--- src/acrc_pkg.sv ---
// Purpose: shared constants and types for the converter control block
// Assumes: 25 MHz system clock
// Notes:   timing counts derived from printed times
package acrc_pkg;

  localparam int unsigned CLK_PERIOD_NS   = 40;
  localparam int unsigned DATA_W          = 12;
  localparam int unsigned CONV_TYP_NS     = 650;
  localparam int unsigned CONV_MAX_NS     = 750;
  localparam int unsigned ACQ_MIN_NS      = 100;
  localparam int unsigned THRU_NS         = 800;
  localparam int unsigned NAP_WAKE_NS     = 200;
  localparam int unsigned SLEEP_WAKE_MS   = 10;
  localparam int unsigned FIFO_DEPTH      = 16;

  // typical times round down, least times round up
  localparam int unsigned CONV_CYC      = CONV_TYP_NS / CLK_PERIOD_NS;
  localparam int unsigned ACQ_CYC       = (ACQ_MIN_NS + CLK_PERIOD_NS - 1) / CLK_PERIOD_NS;
  localparam int unsigned NAP_WAKE_CYC  = NAP_WAKE_NS / CLK_PERIOD_NS;
  localparam int unsigned SLEEP_WAKE_CYC = (SLEEP_WAKE_MS * 1000000 + CLK_PERIOD_NS - 1) / CLK_PERIOD_NS;

  localparam logic [4:0] CONV_CNT_W     = 5'h10;
  localparam logic [DATA_W-1:0] RESULT_RST = 12'h000;

  typedef enum logic [1:0] {
    ACRC_MODE_ALWAYS,
    ACRC_MODE_STROBED,
    ACRC_MODE_SLOW_MEM,
    ACRC_MODE_ROM
  } acrc_mode_t;

endpackage

--- src/acrc_if.sv ---
// Purpose: pins between converter and host
// Assumes: one clock, pins synchronous
// Notes:   data pins carried as out/enable
`timescale 1ns/100ps
interface acrc_if;
  logic              chip_select_n;
  logic              read_n;
  logic              conversion_start_n;
  logic              power_down_n;
  logic              shutdown_depth_select;
  logic              busy_n;
  logic [11:0]       data_out;
  logic              data_oe;

  modport device (
    input  chip_select_n,
    input  read_n,
    input  conversion_start_n,
    input  power_down_n,
    input  shutdown_depth_select,
    output busy_n,
    output data_out,
    output data_oe
  );

  modport host (
    output chip_select_n,
    output read_n,
    output conversion_start_n,
    output power_down_n,
    output shutdown_depth_select,
    input  busy_n,
    input  data_out,
    input  data_oe
  );
endinterface

--- src/acrc_host.sv ---
// Purpose: host end: drives start/read strobes in four modes, buffers results
// Assumes: pins synchronous to clk
// Notes:   results leave through a 16-word FIFO
`timescale 1ns/100ps
module acrc_host
  import acrc_pkg::*;
(
  // clock and reset
  input  wire logic              clk,
  input  wire logic              arst_n,
  // user control
  input  wire acrc_mode_t        mode,
  input  wire logic              sample_req,
  input  wire logic              power_down_req,
  input  wire logic              deep_req,
  // result stream
  output logic                   res_valid,
  input  wire logic              res_ready,
  output logic [DATA_W-1:0]      res_data,
  // pins
  acrc_if.host                   pins
);

  typedef enum logic [2:0] {
    ACRC_H_IDLE,
    ACRC_H_STROBE,
    ACRC_H_WAIT,
    ACRC_H_READ,
    ACRC_H_GAP,
    ACRC_H_SETTLE
  } acrc_host_state_t;

  acrc_host_state_t  state;
  logic [23:0]       cnt;
  logic              busy_q;
  logic              busy_rise;
  logic              fifo_ready;
  logic              push;
  logic [DATA_W-1:0] push_data;
  logic              strobe;
  logic              rd;
  logic              down;

  assign busy_rise = ~busy_q & pins.busy_n;

  always_ff @(posedge clk or negedge arst_n) begin
    if (!arst_n) begin
      busy_q <= 1'b1;
    end else begin
      busy_q <= pins.busy_n;
    end
  end

  // ****************************************
  // strobe sequencing
  // ****************************************
  always_ff @(posedge clk or negedge arst_n) begin
    if (!arst_n) begin
      state     <= ACRC_H_IDLE;
      cnt       <= '0;
      strobe    <= 1'b0;
      rd        <= 1'b0;
      down      <= 1'b0;
      push      <= 1'b0;
      push_data <= RESULT_RST;
    end else begin
      push <= 1'b0;
      case (state)
        ACRC_H_IDLE: begin
          rd   <= 1'b0;
          down <= power_down_req;
          if (power_down_req) begin
            state <= ACRC_H_SETTLE;
          end else if (sample_req && fifo_ready) begin
            strobe <= 1'b1;
            state  <= ACRC_H_STROBE;
          end
        end
        ACRC_H_STROBE: begin
          if (mode == ACRC_MODE_ROM) begin
            strobe    <= 1'b0;
            push      <= 1'b1;
            push_data <= pins.data_out;
            state     <= ACRC_H_WAIT;
          end else if (mode != ACRC_MODE_SLOW_MEM) begin
            strobe <= 1'b0;
            state  <= ACRC_H_WAIT;
          end else begin
            state <= ACRC_H_WAIT;
          end
        end
        ACRC_H_WAIT: begin
          // bus idle while converting in strobed and ROM modes
          if (busy_rise) begin
            strobe <= 1'b0;
            if (mode == ACRC_MODE_STROBED) begin
              rd    <= 1'b1;
              state <= ACRC_H_READ;
            end else begin
              if (mode != ACRC_MODE_ROM) begin
                push      <= 1'b1;
                push_data <= pins.data_out;
              end
              cnt   <= 24'(ACQ_CYC);
              state <= ACRC_H_GAP;
            end
          end
        end
        ACRC_H_READ: begin
          rd        <= 1'b0;
          push      <= 1'b1;
          push_data <= pins.data_out;
          cnt       <= 24'(ACQ_CYC);
          state     <= ACRC_H_GAP;
        end
        ACRC_H_GAP: begin
          if (cnt == 24'h00_0000) begin
            state <= ACRC_H_IDLE;
          end else begin
            cnt <= cnt - 24'h00_0001;
          end
        end
        ACRC_H_SETTLE: begin
          if (power_down_req) begin
            cnt <= deep_req ? 24'(SLEEP_WAKE_CYC) : 24'(NAP_WAKE_CYC);
          end else if (cnt == 24'h00_0000) begin
            down  <= 1'b0;
            state <= ACRC_H_IDLE;
          end else begin
            down <= 1'b0;
            cnt  <= cnt - 24'h00_0001;
          end
        end
        default: begin
          state <= ACRC_H_IDLE;
        end
      endcase
    end
  end

  // ****************************************
  // pin drive
  // ****************************************
  always_comb begin
    pins.chip_select_n         = 1'b0;
    pins.conversion_start_n    = ~strobe;
    pins.power_down_n          = ~down;
    pins.shutdown_depth_select = ~deep_req;
    case (mode)
      ACRC_MODE_ALWAYS:   pins.read_n = 1'b0;
      ACRC_MODE_STROBED:  pins.read_n = ~rd;
      ACRC_MODE_SLOW_MEM: pins.read_n = ~strobe;
      ACRC_MODE_ROM:      pins.read_n = ~strobe;
      default:            pins.read_n = 1'b1;
    endcase
  end

  // ****************************************
  // result buffer
  // ****************************************
  acrc_fifo #(
    .WIDTH (DATA_W),
    .DEPTH (FIFO_DEPTH)
  ) u_fifo (
    .clk       (clk),
    .arst_n    (arst_n),
    .in_valid  (push),
    .in_ready  (fifo_ready),
    .in_data   (push_data),
    .out_valid (res_valid),
    .out_ready (res_ready),
    .out_data  (res_data)
  );

endmodule // acrc_host

--- src/acrc_fifo.sv ---
// Purpose: result buffer on host side
// Assumes: single clock
// Notes:   valid/ready both sides
`timescale 1ns/100ps
module acrc_fifo #(
  parameter int unsigned WIDTH = 12,
  parameter int unsigned DEPTH = 16
) (
  // clock and reset
  input  wire logic             clk,
  input  wire logic             arst_n,
  // fill side
  input  wire logic             in_valid,
  output logic                  in_ready,
  input  wire logic [WIDTH-1:0] in_data,
  // drain side
  output logic                  out_valid,
  input  wire logic             out_ready,
  output logic      [WIDTH-1:0] out_data
);
  localparam int unsigned AW = $clog2(DEPTH);

  logic [WIDTH-1:0] mem [DEPTH];
  logic [AW:0]      wr_ptr;
  logic [AW:0]      rd_ptr;
  logic             push;
  logic             pop;

  assign in_ready  = (wr_ptr - rd_ptr) != (AW+1)'(DEPTH);
  assign out_valid = wr_ptr != rd_ptr;
  assign push      = in_valid & in_ready;
  assign pop       = out_valid & out_ready;
  assign out_data  = mem[rd_ptr[AW-1:0]];

  always_ff @(posedge clk) begin
    if (push) begin
      mem[wr_ptr[AW-1:0]] <= in_data;
    end
  end

  always_ff @(posedge clk or negedge arst_n) begin
    if (!arst_n) begin
      wr_ptr <= '0;
      rd_ptr <= '0;
    end else begin
      if (push) begin
        wr_ptr <= wr_ptr + 1'b1;
      end
      if (pop) begin
        rd_ptr <= rd_ptr + 1'b1;
      end
    end
  end
endmodule // acrc_fifo

--- src/flat_wrapper.sv ---
// flat-port wrapper written by rule: the top's interface ports become plain ports
module acrc_host_flat import acrc_pkg::*;
  (clk, arst_n, mode, sample_req, power_down_req, deep_req, res_valid, res_ready, res_data, pins_chip_select_n, pins_read_n, pins_conversion_start_n, pins_power_down_n, pins_shutdown_depth_select, pins_busy_n, pins_data_out, pins_data_oe);
  acrc_if pins_i ();
  input  wire logic clk;
  input  wire logic arst_n;
  input  wire acrc_mode_t mode;
  input  wire logic sample_req;
  input  wire logic power_down_req;
  input  wire logic deep_req;
  output logic res_valid;
  input  wire logic res_ready;
  output logic [DATA_W-1:0] res_data;
  output wire logic [$bits(pins_i.chip_select_n)-1:0] pins_chip_select_n;
  output wire logic [$bits(pins_i.read_n)-1:0] pins_read_n;
  output wire logic [$bits(pins_i.conversion_start_n)-1:0] pins_conversion_start_n;
  output wire logic [$bits(pins_i.power_down_n)-1:0] pins_power_down_n;
  output wire logic [$bits(pins_i.shutdown_depth_select)-1:0] pins_shutdown_depth_select;
  input wire logic [$bits(pins_i.busy_n)-1:0] pins_busy_n;
  input wire logic [$bits(pins_i.data_out)-1:0] pins_data_out;
  input wire logic [$bits(pins_i.data_oe)-1:0] pins_data_oe;
  assign pins_chip_select_n = pins_i.chip_select_n;
  assign pins_read_n = pins_i.read_n;
  assign pins_conversion_start_n = pins_i.conversion_start_n;
  assign pins_power_down_n = pins_i.power_down_n;
  assign pins_shutdown_depth_select = pins_i.shutdown_depth_select;
  assign pins_i.busy_n = pins_busy_n;
  assign pins_i.data_out = pins_data_out;
  assign pins_i.data_oe = pins_data_oe;
  acrc_host u_core (.clk(clk), .arst_n(arst_n), .mode(mode), .sample_req(sample_req), .power_down_req(power_down_req), .deep_req(deep_req), .res_valid(res_valid), .res_ready(res_ready), .res_data(res_data), .pins(pins_i));
endmodule
--- config.mk ---
export PLATFORM = sky130hd
export DESIGN_NAME = acrc_host_flat
export DESIGN_NICKNAME = d
export VERILOG_FILES = /design/src/acrc_pkg.sv /design/src/acrc_if.sv /design/src/acrc_host.sv /design/src/acrc_fifo.sv /design/src/flat_wrapper.sv
export SDC_FILE = /design/constraint.sdc
export NUM_CORES = 1
export LEC_CHECK = 0
export ABC_CLOCK_PERIOD_IN_PS = 11100
export BUFFER_PORTS_ARGS = -buffer_cell sky130_fd_sc_hd__buf_2
export CORE_MARGIN = 4
export CORE_UTILIZATION = 63
export CTS_CLUSTER_SIZE = 24
export DETAILED_ROUTE_END_ITERATION = 12
export GPL_TIMING_DRIVEN = 0
export PLACE_DENSITY = 0.81
export SLEW_MARGIN = 20
export SYNTH_ARGS = -nofsm -noshare
export SYNTH_HDL_FRONTEND = slang
export SYNTH_SLANG_ARGS = --single-unit
--- constraint.sdc ---
create_clock -name clk -period 11.1 [get_ports clk]
set_input_delay 2.22 -clock clk [delete_from_list [all_inputs] [get_ports clk]]
set_output_delay 2.22 -clock clk [all_outputs]
set_load 0.1 [all_outputs]
==> qor.csv <==
metric;value;unit
synth.avg_cell_area;17.3;um2
die_w;136;um
ys_ff_latch;246;
synth-main-ff-cell;edfxtp_1;
switching_share;0.397;
clock_path_buffers;3;
synth_warnings;0;
port_buffers;37;
cts_tree;built;
final_area;11700;um2
hold_viol;0;
n_antenna_cell;0;
syn_inst;594;
report.final.slew_viol_count;0;
timing.critical_path.mode_cell;mux4_2;
first_global_vias;6124;
ant_nets;0;
synth_compound_area_frac;0.0348;
tightest_slew;998;ps
core_area;15900;um2
cts_made_buffers;25;
cts_setup_buffers;0;
r2r_cells;9;
cts_root_buf;clkbuf_16;
drtPass1Iterations;7;
synthSimpleGateAreaFrac;0.0745;
skew;26.9;ps
drc_errors;0;
intPower;2210;uW
synth-edff-count;192;
ys_types;56;
clock_power_share;0.239;
crit_family;buffers and inverters;
hold_buffers;0;
topRoutingLayerUsed;met5;
clk_pin_slew;70;ps
final_cell_mix;192 x edfxtp_1, 60 x mux4_2, 53 x dfrtp_1;
rsz0062_at_grt;no;
synth.area.mux_share;0.148;
path_cells;clkbuf_1 -> buf_1 -> mux4_2 -> mux4_2 -> buf_2;
synthAdderAreaFrac;0.0134;
hold_path.class;reg -> reg;
multi_input_area;3030;um2
crit_fanout;10;
postPlaceCellArea;10800;um2
slew_headroom;0.335;
peakVddDrop;259;uV
endpoint_kind;output port;
synth_area;10300;um2
crit_arrival;3390;ps
seqCellArea;7120;um2
dp_hpwl;14100;um
setup_viol;0;
powerDensity;314;nW/um2
wl_met2;12600;um
io-pin-count;40;
num_rows;46;
max_cap_viol_count;0;
timing.fmax;0.178;GHz
post_cts_resized;0;
fin_crit_sh;0.505;
nets;695;
gp_congestion;0.965;
synth_top_family_by_area;multiplexers;
holdPathStages;1;
drive_gt1_frac;0.251;
die_area;18400;um2
seqPwrFrac;0.378;
setup_tns;0;ps
cts_num_sinks;246;
initial_core_util;0.645;
routed_wl;23500;um
critPathRequiredTime;8880;ps
status;complete, no violations;
num_vias;5825;
grt_max_degree;55;
path_depth;5;
p_switching;1450;uW
synth_xor_area_frac;0.0213;
area_growth;13.5;%
synth_fp_nets;627;
power_frac_comb;0.383;
track_usage;0.270;
slowest_stage;buf_1;
grt_antenna_before_repair;1;
routedWlPerCell;26.2;um
grt-ovfl-total;0;
h-tree-depth;1;
start_kind;flop;
vias_per_cell;6.49;
synthArstFlopShare;0.220;
die_h;136;um
clock_latency;530;ps
fin_crit;5610;ps
fillerInstances;955;
routedLengthMet1;8610;um
cpPeakStageDelay;780;ps
path_buf_inv;3;
final_common_cell;edfxtp_1;
fin_util;0.732;
power;3660;uW
leakage;0.00413;uW
grt_pass1_wl;36400;um
wl_met3;1630;um
ys_seq_area_frac;0.693;
drtIter0Drc;518;
criticalPathCategory;reg -> out;
==> sequential cells by signal, summed over array words and instances, names as in the netlist <==
signal	count
u_core.state	3
u_core.push_data	12
u_core.u_fifo.wr_ptr	5
u_core.strobe	1
u_core.rd	1
u_core.push	1
u_core.cnt	24
u_core.u_fifo.rd_ptr	5
u_core.down	1
u_core.busy_q	1
u_core.u_fifo.mem	192
==> per-layer routing <==
| metal | up-vias | track usage |
|---|---|---|
| li1 | 2479 | - |
| met4 | 2 | 0.0845 |
| met3 | 52 | 0.0420 |
| met1 | 2971 | 0.342 |
| met2 | 321 | 0.484 |
| met5 | - | 0 |
==> cell usage after synthesis, drive strengths merged (2+ instances only) <==
cell type  count  area, um2
a211o          3       26.3
a21boi         2       15.0
a21oi         15       75.1
and2           9       56.3
and3           3       18.8
buf            3       15.0
clkbuf        23       86.3
dfrtp         53       1330
edfxtp       192       5770
ha            11        138
inv           15       56.3
mux2          13        146
mux2i          2       20.0
mux4          60       1350
nand2         17       63.8
nand2b         6       37.5
nand3         12       60.1
nand4          7       43.8
nand4b         3       26.3
nor2          35        131
nor2b          7       43.8
nor3          13       65.1
nor3b          2       15.0
nor4          10       77.6
o211ai         2       15.0
o21ai         20        104
o311ai         2       17.5
or3            5       32.5
or4            5       41.3
xnor2         12        105
xor2          13        114
==> power by group through the flow <==
stage | logic (uW) | clock network, uW | registers, uW
detailed placement | 1380 | 0 | 1390
floorplan | 1130 | 0 | 1330
global placement | 1340 | 0 | 1370
global route | 1490 | 927 | 1400
CTS | 1410 | 879 | 1380
finish | 1400 | 875 | 1380
==> per-stage QoR <==
step	instances	setup slack [ps]	hold slack, ps
floorplan	594	5000	462
global placement	847	5720	482
detailed placement	851	5710	486
global route	897	5320	502
finish	897	5490	492
CTS	897	5320	498
==> final timing paths <==
path	from	to	slack, ps
worst max-delay path	u_core.u_fifo.rd_ptr[0]$_DFFE_PN0P_	res_data[10]	5490
worst min-delay path	u_core.u_fifo.rd_ptr[4]$_DFFE_PN0P_	u_core.u_fifo.rd_ptr[4]$_DFFE_PN0P_	490
worst max register to register	u_core.u_fifo.rd_ptr[3]$_DFFE_PN0P_	u_core.u_fifo.mem[0][9]$_DFFE_PP_	6580
worst min register to register	u_core.u_fifo.rd_ptr[4]$_DFFE_PN0P_	u_core.u_fifo.rd_ptr[4]$_DFFE_PN0P_	490
max in group asynchronous	arst_n	u_core.push_data[2]$_DFFE_PN0P_	8880
min in group asynchronous	arst_n	u_core.u_fifo.rd_ptr[1]$_DFFE_PN0P_	1750
==> cell families after synthesis <==
kind of cell               count (synthesis)
DFF                                      246
and+or+nand+nor                          139
muxes                                     75
AOI/OAI and AO/OA                         56
buffers and inverters                     41
xor gates and xnor gates                  25
adders and majority gates                 11
other                                      1
==> area by class of cell <==
cell class	count	area share
Sequential cell	246	0.610
Clock buffer	32	0.0586
Tap cell	216	0.0232
Clock inverter	14	0.0149
Timing Repair Buffer	41	0.0196
Multi-Input combinational cell	307	0.260
Buffer	26	0.00880
Inverter	15	0.00483
No activity file was read; power rests on OpenSTA's default activity.
